<file path="src/logic/ubtr_pkg.sv">
// Purpose: Constants for the branch trace and break request block
// Assumes: AXI4-Lite register access, 32-bit data, 250 MHz core clock
// Notes:   Functional notes below are tagged in the design files
//
// Functional notes
// - Read-only 32-bit trace register holds first fetch address after branch.
// - Destination fetch address sits in bits 27 down to 0.
// - Valid flag in bit 31 set when a destination address is stored.
// - Valid flag clears on a trace register read and on any reset; a read pops the queue, so bit 31 clears only when the last entry is read.
// - Resets leave stored destination addresses untouched.
// - Eight trace entries form a queue shifted by one per branch.
// - Bits 30 to 28 read as zero; software writes only zeros there.
// - Channel A space identifier register, 8-bit read/write, not reset.
// - Channel B space identifier register, 8-bit read/write, not reset.
// - No break while any of three bus-cycle groups is 00.
// - Satisfied break conditions raise a request to the interrupt controller.
// - Break type reported with each break: fetch before, fetch after, data.
// - Matches set separate CPU and DMA flags for channels A and B.
// - Match flags stay set; a software write of 0 or a reset clears them.
// - Near-simultaneous data and fetch breaks give one request, both flags.
// - Trace capture only while trace enable is 1; all branch kinds count.
// - Interrupt branches capture the first handler address.
package ubtr_pkg;

    localparam int          UBTR_ADDR_W      = 28;
    localparam int          UBTR_QDEPTH      = 8;
    localparam int          UBTR_ID_W        = 8;
    localparam int          UBTR_VALID_BIT   = 31;

    localparam logic [7:0]  UBTR_OFF_TRACE   = 8'h00;
    localparam logic [7:0]  UBTR_OFF_ID_A    = 8'h04;
    localparam logic [7:0]  UBTR_OFF_ID_B    = 8'h08;
    localparam logic [7:0]  UBTR_OFF_FLAGS   = 8'h0C;
    localparam logic [7:0]  UBTR_OFF_STATUS  = 8'h10;

    localparam int          UBTR_FLAG_CPU_A  = 0;
    localparam int          UBTR_FLAG_DMA_A  = 1;
    localparam int          UBTR_FLAG_CPU_B  = 2;
    localparam int          UBTR_FLAG_DMA_B  = 3;

    localparam logic [1:0]  UBTR_RESP_OKAY   = 2'h0;
    localparam logic [1:0]  UBTR_RESP_SLVERR = 2'h2;

    localparam logic [3:0]  UBTR_FLAGS_RST   = 4'h0;

    typedef enum logic [1:0] {
        UBTR_BRK_NONE,
        UBTR_BRK_FETCH_BEFORE,
        UBTR_BRK_FETCH_AFTER,
        UBTR_BRK_DATA
    } ubtr_brk_type_t;

endpackage

</file>
<file path="src/logic/ubtr_trace_queue.sv">
// Purpose: Eight-deep shifting queue of branch destination entries
// Assumes: One push and one pop at most per cycle
// Notes:   Head entry is a register and is the read data
`timescale 1ns/10ps
module ubtr_trace_queue
    import ubtr_pkg::*;
#(
    parameter int DEPTH  = UBTR_QDEPTH,
    parameter int ADDR_W = UBTR_ADDR_W
)
(
    input  wire logic              aclk,
    input  wire logic              aresetn,
    input  wire logic              clk_en,
    input  wire logic              push,
    input  wire logic [ADDR_W-1:0] push_addr,
    input  wire logic              pop,
    output logic                   head_valid,
    output logic [ADDR_W-1:0]      head_addr
);

    logic [ADDR_W-1:0] addr_reg  [DEPTH];
    logic [DEPTH-1:0]  valid_reg;

    assign head_valid = valid_reg[0];
    assign head_addr  = addr_reg[0];

    ////////////////////////////////////////////////////////////////////////
    // Valid flags, cleared by reset
    always_ff @(posedge aclk)
    begin
        if (!aresetn)
            valid_reg <= '0;
        else if (clk_en)
        begin
            if (push && pop)
                valid_reg[0] <= 1'b1;
            else if (push)
                valid_reg <= {valid_reg[DEPTH-2:0], 1'b1};
            else if (pop)
                valid_reg <= {1'b0, valid_reg[DEPTH-1:1]};
        end
    end

    ////////////////////////////////////////////////////////////////////////
    // Addresses, never reset
    always_ff @(posedge aclk)
    begin
        if (clk_en)
        begin
            if (push && pop)
                addr_reg[0] <= push_addr;
            else if (push)
            begin
                addr_reg[0] <= push_addr;
                for (int i = 1; i < DEPTH; i++)
                    addr_reg[i] <= addr_reg[i-1];
            end
            else if (pop)
            begin
                for (int i = 0; i < DEPTH - 1; i++)
                    addr_reg[i] <= addr_reg[i+1];
            end
        end
    end

endmodule

</file>
<file path="src/logic/ubtr_top.sv">
// Purpose: Branch destination trace, space id compare and break request
// Assumes: Address/data compare results come from the rest of the unit
// Notes:   Registers reached over AXI4-Lite
//
// Local design decisions: the placing of the registers and the AXI4-Lite register port.
`timescale 1ns/10ps
module ubtr_top
    import ubtr_pkg::*;
(
    input  wire logic                   aclk,
    input  wire logic                   aresetn,
    input  wire logic                   clk_en,
    // AXI4-Lite slave
    input  wire logic [7:0]             s_axi_awaddr,
    input  wire logic                   s_axi_awvalid,
    output logic                        s_axi_awready,
    input  wire logic [31:0]            s_axi_wdata,
    input  wire logic [3:0]             s_axi_wstrb,
    input  wire logic                   s_axi_wvalid,
    output logic                        s_axi_wready,
    output logic [1:0]                  s_axi_bresp,
    output logic                        s_axi_bvalid,
    input  wire logic                   s_axi_bready,
    input  wire logic [7:0]             s_axi_araddr,
    input  wire logic                   s_axi_arvalid,
    output logic                        s_axi_arready,
    output logic [31:0]                 s_axi_rdata,
    output logic [1:0]                  s_axi_rresp,
    output logic                        s_axi_rvalid,
    input  wire logic                   s_axi_rready,
    // Branch events from the core
    input  wire logic                   trace_enable,
    input  wire logic                   branch_event,
    input  wire logic                   branch_is_interrupt,
    input  wire logic [UBTR_ADDR_W-1:0] branch_fetch_addr,
    input  wire logic [UBTR_ADDR_W-1:0] handler_fetch_addr,
    // Bus cycle under observation
    input  wire logic                   cyc_valid,
    input  wire logic                   cyc_is_dma,
    input  wire logic                   cyc_is_fetch,
    input  wire logic                   cyc_is_write,
    input  wire logic [UBTR_ID_W-1:0]   cyc_space_id,
    input  wire logic                   cmp_hit_a,
    input  wire logic                   cmp_hit_b,
    input  wire logic [5:0]             bus_cycle_condition_a,
    input  wire logic [5:0]             bus_cycle_condition_b,
    input  wire logic                   pc_break_after_a,
    input  wire logic                   pc_break_after_b,
    // Request to interrupt controller and core
    input  wire logic                   break_ack,
    output logic                        break_request,
    output logic [1:0]                  break_type
);

    logic                   awready_reg;
    logic                   wready_reg;
    logic                   bvalid_reg;
    logic [1:0]             bresp_reg;
    logic                   arready_reg;
    logic                   rvalid_reg;
    logic [1:0]             rresp_reg;
    logic [31:0]            rdata_reg;
    logic                   aw_held_reg;
    logic                   w_held_reg;
    logic [7:0]             awaddr_reg;
    logic [31:0]            wdata_reg;
    logic [3:0]             wstrb_reg;
    logic [UBTR_ID_W-1:0]   space_id_field_a;
    logic [UBTR_ID_W-1:0]   space_id_field_b;
    logic [3:0]             match_flags_reg;
    logic                   break_req_reg;
    ubtr_brk_type_t         break_type_reg;

    logic                   aw_take;
    logic                   w_take;
    logic                   ar_take;
    logic                   wr_do;
    logic                   wr_flags;
    logic                   trace_push;
    logic                   trace_pop;
    logic [UBTR_ADDR_W-1:0] trace_addr;
    logic                   head_valid;
    logic [UBTR_ADDR_W-1:0] head_addr;
    logic                   hit_a;
    logic                   hit_b;
    logic [3:0]             flag_set;

    assign s_axi_awready = awready_reg;
    assign s_axi_wready  = wready_reg;
    assign s_axi_bvalid  = bvalid_reg;
    assign s_axi_bresp   = bresp_reg;
    assign s_axi_arready = arready_reg;
    assign s_axi_rvalid  = rvalid_reg;
    assign s_axi_rresp   = rresp_reg;
    assign s_axi_rdata   = rdata_reg;
    assign break_request = break_req_reg;
    assign break_type    = break_type_reg;

    assign aw_take  = s_axi_awvalid && awready_reg;
    assign w_take   = s_axi_wvalid && wready_reg;
    assign ar_take  = s_axi_arvalid && arready_reg;
    assign wr_do    = aw_held_reg && w_held_reg && !bvalid_reg;
    assign wr_flags = wr_do && awaddr_reg == UBTR_OFF_FLAGS && wstrb_reg[0];

    ////////////////////////////////////////////////////////////////////////
    // Branch trace capture
    assign trace_push = branch_event && trace_enable;
    assign trace_addr = branch_is_interrupt ? handler_fetch_addr
                                            : branch_fetch_addr;
    assign trace_pop  = ar_take && s_axi_araddr == UBTR_OFF_TRACE;

    ubtr_trace_queue #(
        .DEPTH      (UBTR_QDEPTH),
        .ADDR_W     (UBTR_ADDR_W)
    ) u_queue (
        .aclk       (aclk),
        .aresetn    (aresetn),
        .clk_en     (clk_en),
        .push       (trace_push),
        .push_addr  (trace_addr),
        .pop        (trace_pop),
        .head_valid (head_valid),
        .head_addr  (head_addr)
    );

    ////////////////////////////////////////////////////////////////////////
    // Write address and data channels
    always_ff @(posedge aclk)
    begin
        if (!aresetn)
        begin
            awready_reg <= 1'b1;
            aw_held_reg <= 1'b0;
            awaddr_reg  <= 8'h00;
        end
        else if (clk_en)
        begin
            if (aw_take)
            begin
                awready_reg <= 1'b0;
                aw_held_reg <= 1'b1;
                awaddr_reg  <= s_axi_awaddr;
            end
            else if (wr_do)
            begin
                awready_reg <= 1'b1;
                aw_held_reg <= 1'b0;
            end
        end
    end

    always_ff @(posedge aclk)
    begin
        if (!aresetn)
        begin
            wready_reg <= 1'b1;
            w_held_reg <= 1'b0;
            wdata_reg  <= 32'h00000000;
            wstrb_reg  <= 4'h0;
        end
        else if (clk_en)
        begin
            if (w_take)
            begin
                wready_reg <= 1'b0;
                w_held_reg <= 1'b1;
                wdata_reg  <= s_axi_wdata;
                wstrb_reg  <= s_axi_wstrb;
            end
            else if (wr_do)
            begin
                wready_reg <= 1'b1;
                w_held_reg <= 1'b0;
            end
        end
    end

    ////////////////////////////////////////////////////////////////////////
    // Write response
    always_ff @(posedge aclk)
    begin
        if (!aresetn)
        begin
            bvalid_reg <= 1'b0;
            bresp_reg  <= UBTR_RESP_OKAY;
        end
        else if (clk_en)
        begin
            if (wr_do)
            begin
                bvalid_reg <= 1'b1;
                case (awaddr_reg)
                    UBTR_OFF_TRACE,
                    UBTR_OFF_ID_A,
                    UBTR_OFF_ID_B,
                    UBTR_OFF_FLAGS,
                    UBTR_OFF_STATUS: bresp_reg <= UBTR_RESP_OKAY;
                    default:         bresp_reg <= UBTR_RESP_SLVERR;
                endcase
            end
            else if (bvalid_reg && s_axi_bready)
                bvalid_reg <= 1'b0;
        end
    end

    ////////////////////////////////////////////////////////////////////////
    // Space identifier registers, not reset
    always_ff @(posedge aclk)
    begin
        if (clk_en && wr_do && wstrb_reg[0])
        begin
            if (awaddr_reg == UBTR_OFF_ID_A)
                space_id_field_a <= wdata_reg[UBTR_ID_W-1:0];
            if (awaddr_reg == UBTR_OFF_ID_B)
                space_id_field_b <= wdata_reg[UBTR_ID_W-1:0];
        end
    end

    ////////////////////////////////////////////////////////////////////////
    // Channel condition match
    function automatic logic group_ok(input logic [5:0] cond,
                                      input logic       is_dma,
                                      input logic       is_fetch,
                                      input logic       is_write);
        logic src;
        logic kind;
        logic dir;
        src  = is_dma   ? cond[5] : cond[4];
        kind = is_fetch ? cond[3] : cond[2];
        dir  = is_write ? cond[1] : cond[0];
        return src && kind && dir;
    endfunction

    assign hit_a = cyc_valid && cmp_hit_a
                && cyc_space_id == space_id_field_a
                && group_ok(bus_cycle_condition_a, cyc_is_dma,
                            cyc_is_fetch, cyc_is_write);
    assign hit_b = cyc_valid && cmp_hit_b
                && cyc_space_id == space_id_field_b
                && group_ok(bus_cycle_condition_b, cyc_is_dma,
                            cyc_is_fetch, cyc_is_write);

    always_comb
    begin
        flag_set                  = 4'h0;
        flag_set[UBTR_FLAG_CPU_A] = hit_a && !cyc_is_dma;
        flag_set[UBTR_FLAG_DMA_A] = hit_a && cyc_is_dma;
        flag_set[UBTR_FLAG_CPU_B] = hit_b && !cyc_is_dma;
        flag_set[UBTR_FLAG_DMA_B] = hit_b && cyc_is_dma;
    end

    ////////////////////////////////////////////////////////////////////////
    // Sticky match flags, write 0 clears, set wins
    always_ff @(posedge aclk)
    begin
        if (!aresetn)
            match_flags_reg <= UBTR_FLAGS_RST;
        else if (clk_en)
        begin
            if (wr_flags)
                match_flags_reg <= (match_flags_reg & wdata_reg[3:0])
                                 | flag_set;
            else
                match_flags_reg <= match_flags_reg | flag_set;
        end
    end

    ////////////////////////////////////////////////////////////////////////
    // Break request and type
    always_ff @(posedge aclk)
    begin
        if (!aresetn)
        begin
            break_req_reg  <= 1'b0;
            break_type_reg <= UBTR_BRK_NONE;
        end
        else if (clk_en)
        begin
            if (break_req_reg)
            begin
                if (break_ack)
                begin
                    break_req_reg  <= 1'b0;
                    break_type_reg <= UBTR_BRK_NONE;
                end
            end
            else if (hit_a || hit_b)
            begin
                break_req_reg <= 1'b1;
                if (!cyc_is_fetch)
                    break_type_reg <= UBTR_BRK_DATA;
                else if (hit_a ? pc_break_after_a : pc_break_after_b)
                    break_type_reg <= UBTR_BRK_FETCH_AFTER;
                else
                    break_type_reg <= UBTR_BRK_FETCH_BEFORE;
            end
        end
    end

    ////////////////////////////////////////////////////////////////////////
    // Read channel
    always_ff @(posedge aclk)
    begin
        if (!aresetn)
        begin
            arready_reg <= 1'b1;
            rvalid_reg  <= 1'b0;
            rresp_reg   <= UBTR_RESP_OKAY;
            rdata_reg   <= 32'h00000000;
        end
        else if (clk_en)
        begin
            if (ar_take)
            begin
                arready_reg <= 1'b0;
                rvalid_reg  <= 1'b1;
                rresp_reg   <= UBTR_RESP_OKAY;
                rdata_reg   <= 32'h00000000;
                case (s_axi_araddr)
                    UBTR_OFF_TRACE:
                    begin
                        rdata_reg[UBTR_VALID_BIT] <= head_valid;
                        rdata_reg[UBTR_ADDR_W-1:0] <= head_addr;
                    end
                    UBTR_OFF_ID_A:
                        rdata_reg[UBTR_ID_W-1:0] <= space_id_field_a;
                    UBTR_OFF_ID_B:
                        rdata_reg[UBTR_ID_W-1:0] <= space_id_field_b;
                    UBTR_OFF_FLAGS:
                        rdata_reg[3:0] <= match_flags_reg;
                    UBTR_OFF_STATUS:
                    begin
                        rdata_reg[0]   <= break_req_reg;
                        rdata_reg[2:1] <= break_type_reg;
                    end
                    default:
                        rresp_reg <= UBTR_RESP_SLVERR;
                endcase
            end
            else if (rvalid_reg && s_axi_rready)
            begin
                rvalid_reg  <= 1'b0;
                arready_reg <= 1'b1;
            end
        end
    end

endmodule

</file>
<file path="config.mk">
export PLATFORM = sky130hd
export DESIGN_NAME = ubtr_top
export DESIGN_NICKNAME = d
export VERILOG_FILES = /design/src/logic/ubtr_pkg.sv /design/src/logic/ubtr_trace_queue.sv /design/src/logic/ubtr_top.sv
export SDC_FILE = /design/constraint.sdc
export NUM_CORES = 1
export LEC_CHECK = 0
export CORE_ASPECT_RATIO = 1.75
export CORE_UTILIZATION = 35
export DETAILED_ROUTE_END_ITERATION = 10
export DONT_BUFFER_PORTS = 1
export GPL_TIMING_DRIVEN = 0
export PLACE_DENSITY = 0.47
export SLEW_MARGIN = 20
export SYNTH_ARGS = -nofsm -noshare
export SYNTH_HDL_FRONTEND = slang
export SYNTH_SLANG_ARGS = --single-unit
</file>
<file path="constraint.sdc">
create_clock -name aclk -period 9.9 [get_ports aclk]
set_input_delay 0.99 -clock aclk [delete_from_list [all_inputs] [get_ports aclk]]
set_output_delay 0.99 -clock aclk [all_outputs]
set_load 0.02 [all_outputs]
</file>
; ---- After elaboration in Yosys (flattened, before gate mapping)
; Memory sizes are Yosys's and may differ from the RTL's.
; Index checks and enable logic that the tools add are counted.
[word_totals]
ff_bits = 88
latch_bits = 0
ram_bits = 224
mem_bits_ro = 0
out_inout_bits = 44
n_memories = 1
[memory_table]
columns = name, words, word_bits, rd, rd_clocked_by_memory_dff, wr, line
row1 = u_queue.addr_reg, 8, 28, 8, 0, 8, ubtr_trace_queue.sv:22  ; logic [ADDR_W-1:0] addr_reg [DEPTH];
[op_classes]
add_sub_neg = 0
mul = 0
n_div = 0
order_cmp = 0
n_eq_ne = 11
shifts = 0
muxes = 59
bitwise_logic = 12
reduce_logical = 55
[ops]
columns = cell, count
row1 = 28-bit two-way mux, 9
row2 = 1-bit two-way mux, 36
row3 = "8-bit by 4-bit equality test with 1-bit output, second input constant", 4
row4 = 1-bit logical AND, 28
row5 = 2-bit AND reduction, 11
row6 = 20-bit two-way mux, 1
row7 = "8-bit by 3-bit equality test with 1-bit output, second input constant", 2
row8 = "8-bit by 5-bit equality test with 1-bit output, second input constant", 2
row9 = 8-bit equality test, 2
row10 = 8-bit zero test, 2
row11 = 8-bit two-way mux, 2
row12 = 3-bit case mux with 5 select lines, 1
row13 = 2-bit two-way mux, 7
row14 = 4-bit case mux with 3 select lines, 1
row15 = 2-bit nonzero test, 6
row16 = 5-bit OR reduction, 2
row17 = 1-bit bitwise OR, 8
row18 = 4-bit bitwise OR, 2
row19 = 3-bit AND reduction, 2
row20 = 4-bit AND, 1
row21 = 4-bit two-way mux, 1
row22 = 1-bit case mux with 4 select lines, 1
row23 = 3-bit nonzero test, 1
row24 = 1-bit zero test, 2
row25 = other kinds (3), 3

; ---- Depth between registers and ports, before layout
[logic_depth]
depth_word = 9
ltp_mapped = 9

; ---- Hierarchy
; A second synthesis with hierarchy kept.
[unflattened]
cells_unflattened = 922
hier_area_um2 = 13573.0
[by_module_without_submodules]
columns = module, n_inst, cells_per_inst, area_each_um2
row1 = ubtr_trace_queue, 1, 519, 9773.1
row2 = ubtr_top, 1, 403, 3799.9

; ---- Worst setup path before layout
; OpenSTA, ideal clock, no wires.
[synth_timing]
path_type = input-to-reg
from = in s_axi_araddr[5]
to = mem u_queue.addr_reg[0][0] (netlist bit), enable pin
setup_time_ns = 0.384
arrival_time_ns = 7.049
required_ns = 9.516
setup_slack_ns = 2.468
path_stages = 9
path_cell_list = or4_4 -> or3_4 -> nor2_1 -> ha_1 -> nand2_1 -> clkbuf_1 -> clkbuf_1 -> nand2_1 -> a21o_1
[synth_rtl]
columns = element, line
row1 = start: declaration, ubtr_top.sv:24  ; input wire logic [7:0] s_axi_araddr,
row2 = end: declaration, ubtr_trace_queue.sv:22

==> out/metrics.json <==
{
  "synth_area_per_cell": {"value": 14.3, "unit": "um2"},
  "die_w": {"value": 148, "unit": "um"},
  "finalClockSkew": {"value": 0.0135, "unit": "ns"},
  "clock-sinks": {"value": 310},
  "cts.root.buffer_cell": {"value": "sky130_fd_sc_hd__clkbuf_16"},
  "drive_above_1_share": {"value": 25.0, "unit": "%"},
  "netSwitchingFraction": {"value": 21.8, "unit": "%"},
  "grt_remaining_overflow": {"value": 0},
  "detailed_placement_hpwl": {"value": 23.5, "unit": "mm"},
  "proportion_of_power_drawn_by_combinational_gates": {"value": 4.2, "unit": "%"},
  "gp_congestion": {"value": 0.932},
  "drt-wirelength-per-cell": {"value": 22.7, "unit": "um"},
  "post_detailed_route_count_of_antenna_violating_nets": {"value": 0},
  "core_region_area": {"value": 36700, "unit": "um2"},
  "worst_setup_path_start_kind": {"value": "input pin"},
  "die_height": {"value": 257, "unit": "um"},
  "largest_register_ffs": {"value": 224},
  "drt-vias-per-instance": {"value": 5.16},
  "timing.setup.critical_path_class": {"value": "in -> reg"},
  "power-per-cell-area": {"value": 183, "unit": "nW/um2"},
  "post-route-period-util": {"value": 46.5, "unit": "%"},
  "finalWirelength": {"value": 33.0, "unit": "mm"},
  "multi_input_comb_area": {"value": 4150, "unit": "um2"},
  "synth-seq-cells": {"value": 310},
  "kind_of_capture_point_of_the_worst_setup_path": {"value": "flip-flop"},
  "yosysWarnings": {"value": 0},
  "detail_route.first_pass.iterations": {"value": 6},
  "fill_cell_count": {"value": 3505},
  "detail_route.drc_violations": {"value": 0},
  "critical-path-max-stage-delay": {"value": 0.54, "unit": "ns"},
  "clock.fmax": {"value": 0.217, "unit": "GHz"},
  "min_path_type": {"value": "reg -> reg"},
  "power.clock.fraction": {"value": 41.9, "unit": "%"},
  "synth_top_cell_area_share": {"value": 55.4, "unit": "%"},
  "critPathMaxFanout": {"value": 54},
  "antenna-diode-count": {"value": 0},
  "post_synth_main_area_contributors": {"value": "sky130_fd_sc_hd__edfxtp_1 55%, sky130_fd_sc_hd__mux2_2 15%, sky130_fd_sc_hd__dfxtp_1 11%, sky130_fd_sc_hd__mux2i_1 3.0%, sky130_fd_sc_hd__a21oi_1 2.4%"},
  "number_of_flops_mapped_to_enable_cells_by_yosys": {"value": 240},
  "timing_hold_violations_final": {"value": 0},
  "grt_use_total": {"value": 17.6, "unit": "%"},
  "fp.dieArea": {"value": 37900, "unit": "um2"},
  "ys_seq_area_share": {"value": 66.2, "unit": "%"},
  "grt_antenna_before_repair": {"value": 0},
  "grt_pass1_vias": {"value": 8107},
  "power_leakage": {"value": 5.01, "unit": "nW"},
  "critical-path-slowest-cell": {"value": "sky130_fd_sc_hd__or4_4"},
  "p_total": {"value": 2.69, "unit": "mW"},
  "postCtsSetupBuffers": {"value": 0},
  "regArea": {"value": 8610, "unit": "um2"},
  "cts-root-to-sink-buffers": {"value": 3},
  "ys_types": {"value": 46},
  "io_buffer_count": {"value": 0},
  "timing.max_cap.violations": {"value": 0},
  "tritoncts_clock_tree": {"value": "built"},
  "library_cell_with_the_largest_summed_area_after_synthesis": {"value": "sky130_fd_sc_hd__edfxtp_1"},
  "cts-hold-fix-buffers": {"value": 0},
  "wire_length_of_the_first_global_routing_pass": {"value": 49.8, "unit": "mm"},
  "design.final.nets": {"value": 1103},
  "slew_headroom": {"value": 30.1, "unit": "%"},
  "run_status": {"value": "completed"},
  "area.growth.synth_to_final": {"value": 13.1, "unit": "%"},
  "critical_path_cell_by_cell": {"value": "or4_4, or3_4, nor2_1, ha_1, nand2_1, clkbuf_1, clkbuf_1, nand2_4, buf_16, a21o_2, buf_16"},
  "critical_path_buf_inv_count": {"value": 4},
  "cp_data_arrival_time": {"value": 4.87, "unit": "ns"},
  "worst_supply_voltage_drop_on_vdd": {"value": 0.000114, "unit": "V"},
  "numCtsBuffers": {"value": 30},
  "netlist_area": {"value": 13000, "unit": "um2"},
  "yosys_most_used_dff": {"value": "sky130_fd_sc_hd__edfxtp_1"},
  "htree_levels": {"value": 1},
  "tightest_pin_transition": {"value": 1.05, "unit": "ns"},
  "seqPwrFrac": {"value": 53.9, "unit": "%"},
  "critical_path_required": {"value": 10.17, "unit": "ns"},
  "vias": {"value": 7487},
  "synthCells": {"value": 910},
  "clkTransAtPathRegs": {"value": 0.07, "unit": "ns"},
  "report.final.setup_viol": {"value": 0},
  "fp-row-count": {"value": 93},
  "layout_min_cycle_time": {"value": 4.60, "unit": "ns"},
  "p_int": {"value": 2.10, "unit": "mW"},
  "grt_max_degree": {"value": 55},
  "switchingPower": {"value": 0.585, "unit": "mW"},
  "ys_async_sr_fraction": {"value": 0, "unit": "%"},
  "drv_slew": {"value": 0},
  "worst_hold_slack": {"value": 0.447, "unit": "ns"},
  "tns": {"value": 0, "unit": "ns"},
  "top_level_ports": {"value": 192},
  "ctsResizeCount": {"value": 0},
  "path_delay_family": {"value": "simple AND/OR/NAND/NOR gates"},
  "drt_iter0_drc": {"value": 426},
  "clkLatencyLatePin": {"value": 0.56, "unit": "ns"},
  "rsz0062_at_grt": {"value": "false"},
  "start_util": {"value": 35.5, "unit": "%"}
}
## layout make-up
class | count | area share, %
Sequential cell | 310 | 58.6
Multi-Input combinational cell | 548 | 28.2
Timing Repair Buffer | 5 | 0.885
Clock buffer | 51 | 6.27
Buffer | 51 | 1.68
Tap cell | 475 | 4.04
Inverter | 5 | 0.128
Clock inverter | 5 | 0.187
## per-layer routing
layer / routed length (um) / global-route usage (%) / up-vias
met1: 12600 / 19.3 / 3744
li1: - / - / 3511
met3: 1450 / 2.64 / 47
met2: 18100 / 33.8 / 185
met4: 779 / 5.70 / 0
met5: 0 / 0 / -
## kinds of logic after synthesis
logic type	after synthesis	share of synthesized area (%)
flip-flops	310	66.2
multiplexers	211	18.0
AND/OR/NAND/NOR	190	6.62
AO/OA/AOI/OAI	122	5.64
buffers and inverters	56	2.04
XOR/XNOR	16	1.08
adder cells (fa/ha/maj)	4	0.385
other	1	0.0288
## through the flow
step	setup slack, ns	utilization, %	cell area, um2	std cells
6_report	5.30	40.1	14700	1450
5_1_grt	5.04	40.1	14700	1450
4_1_cts	5.25	40.1	14700	1450
3_5_place_dp	4.65	37.5	13700	1394
3_3_place_gp	-0.450	37.1	13600	1389
2_1_floorplan	2.47	-	13000	914
## cells in the final DEF, fill, tap and decap left out, types with 5 or more instances in the layout
| cell type | Yosys | routed |
|---|---|---|
| sky130_fd_sc_hd__nand2_1 | 65 | 64 |
| sky130_fd_sc_hd__buf_1 | 9 | 9 |
| sky130_fd_sc_hd__mux2_2 | 171 | 171 |
| sky130_fd_sc_hd__dfxtp_1 | 70 | 70 |
| sky130_fd_sc_hd__xor2_1 | 16 | 16 |
| sky130_fd_sc_hd__o21ai_0 | 17 | 17 |
| sky130_fd_sc_hd__nand3_1 | 17 | 17 |
| sky130_fd_sc_hd__clkbuf_16 | 0 | 32 |
| sky130_fd_sc_hd__clkbuf_8 | 1 | 5 |
| sky130_fd_sc_hd__mux2i_1 | 39 | 39 |
| sky130_fd_sc_hd__buf_4 | 7 | 7 |
| sky130_fd_sc_hd__nor4_1 | 13 | 13 |
| sky130_fd_sc_hd__a311oi_1 | 6 | 6 |
| sky130_fd_sc_hd__a22oi_1 | 24 | 24 |
| sky130_fd_sc_hd__edfxtp_1 | 240 | 240 |
| sky130_fd_sc_hd__a21oi_1 | 62 | 62 |
| sky130_fd_sc_hd__clkbuf_1 | 29 | 39 |
| sky130_fd_sc_hd__nor2_1 | 70 | 70 |
| sky130_fd_sc_hd__conb_1 | 1 | 5 |
## Yosys cell counts, types with 2 or more instances
| master | number |
|---|---|
| sky130_fd_sc_hd__edfxtp_1 | 240 |
| sky130_fd_sc_hd__mux2_2 | 171 |
| sky130_fd_sc_hd__dfxtp_1 | 70 |
| sky130_fd_sc_hd__nor2_1 | 70 |
| sky130_fd_sc_hd__nand2_1 | 65 |
| sky130_fd_sc_hd__a21oi_1 | 62 |
| sky130_fd_sc_hd__mux2i_1 | 39 |
| sky130_fd_sc_hd__clkbuf_1 | 29 |
| sky130_fd_sc_hd__a22oi_1 | 24 |
| sky130_fd_sc_hd__nand3_1 | 17 |
| sky130_fd_sc_hd__o21ai_0 | 17 |
| sky130_fd_sc_hd__xor2_1 | 16 |
| sky130_fd_sc_hd__nor4_1 | 13 |
| sky130_fd_sc_hd__buf_1 | 9 |
| sky130_fd_sc_hd__buf_4 | 7 |
| sky130_fd_sc_hd__a311oi_1 | 6 |
| sky130_fd_sc_hd__a221oi_1 | 4 |
| sky130_fd_sc_hd__ha_1 | 4 |
| sky130_fd_sc_hd__nor2b_1 | 4 |
| sky130_fd_sc_hd__o211ai_1 | 4 |
| sky130_fd_sc_hd__and3_1 | 3 |
| sky130_fd_sc_hd__buf_2 | 3 |
| sky130_fd_sc_hd__inv_1 | 3 |
| sky130_fd_sc_hd__nand4_1 | 3 |
| sky130_fd_sc_hd__nor3_1 | 3 |
| sky130_fd_sc_hd__a31oi_1 | 2 |
| sky130_fd_sc_hd__buf_6 | 2 |
| sky130_fd_sc_hd__nand2b_1 | 2 |
## path summary, 6_finish.rpt
| check | start | end | slack (ns) | depth (start not counted) |
|---|---|---|---|---|
| min reg2reg | u_queue.addr_reg[0][176] | u_queue.addr_reg[0][204] | 0.45 | 0 |
| min | u_queue.addr_reg[0][176] | u_queue.addr_reg[0][204] | 0.45 | 0 |
| max | s_axi_araddr[5] | u_queue.addr_reg[0][15] | 5.30 | 11 |
| max reg2reg | s_axi_arready | u_queue.addr_reg[0][15] | 6.05 | 10 |
## worst register-to-register path: cells and delay by family (launching register included)
family / cells / cell delay (ns)
flops: 1 / 0.52
buf+inv: 4 / 1.22
fa+ha+maj: 1 / 0.20
compound gates: 1 / 0.51
simple gates: 4 / 1.06
## power groups by stage
| stage | sequential, mW | clock, mW | combinational (mW) |
|---|---|---|---|
| after floorplan | 1.47 | 0 | 0.0779 |
| after global placement | 1.48 | 0 | 0.109 |
| after detailed placement | 1.48 | 0 | 0.116 |
| after CTS | 1.45 | 1.16 | 0.116 |
| after global routing | 1.45 | 1.20 | 0.125 |
| final | 1.45 | 1.13 | 0.113 |
Note: power is estimated with default switching activity, not from simulation.
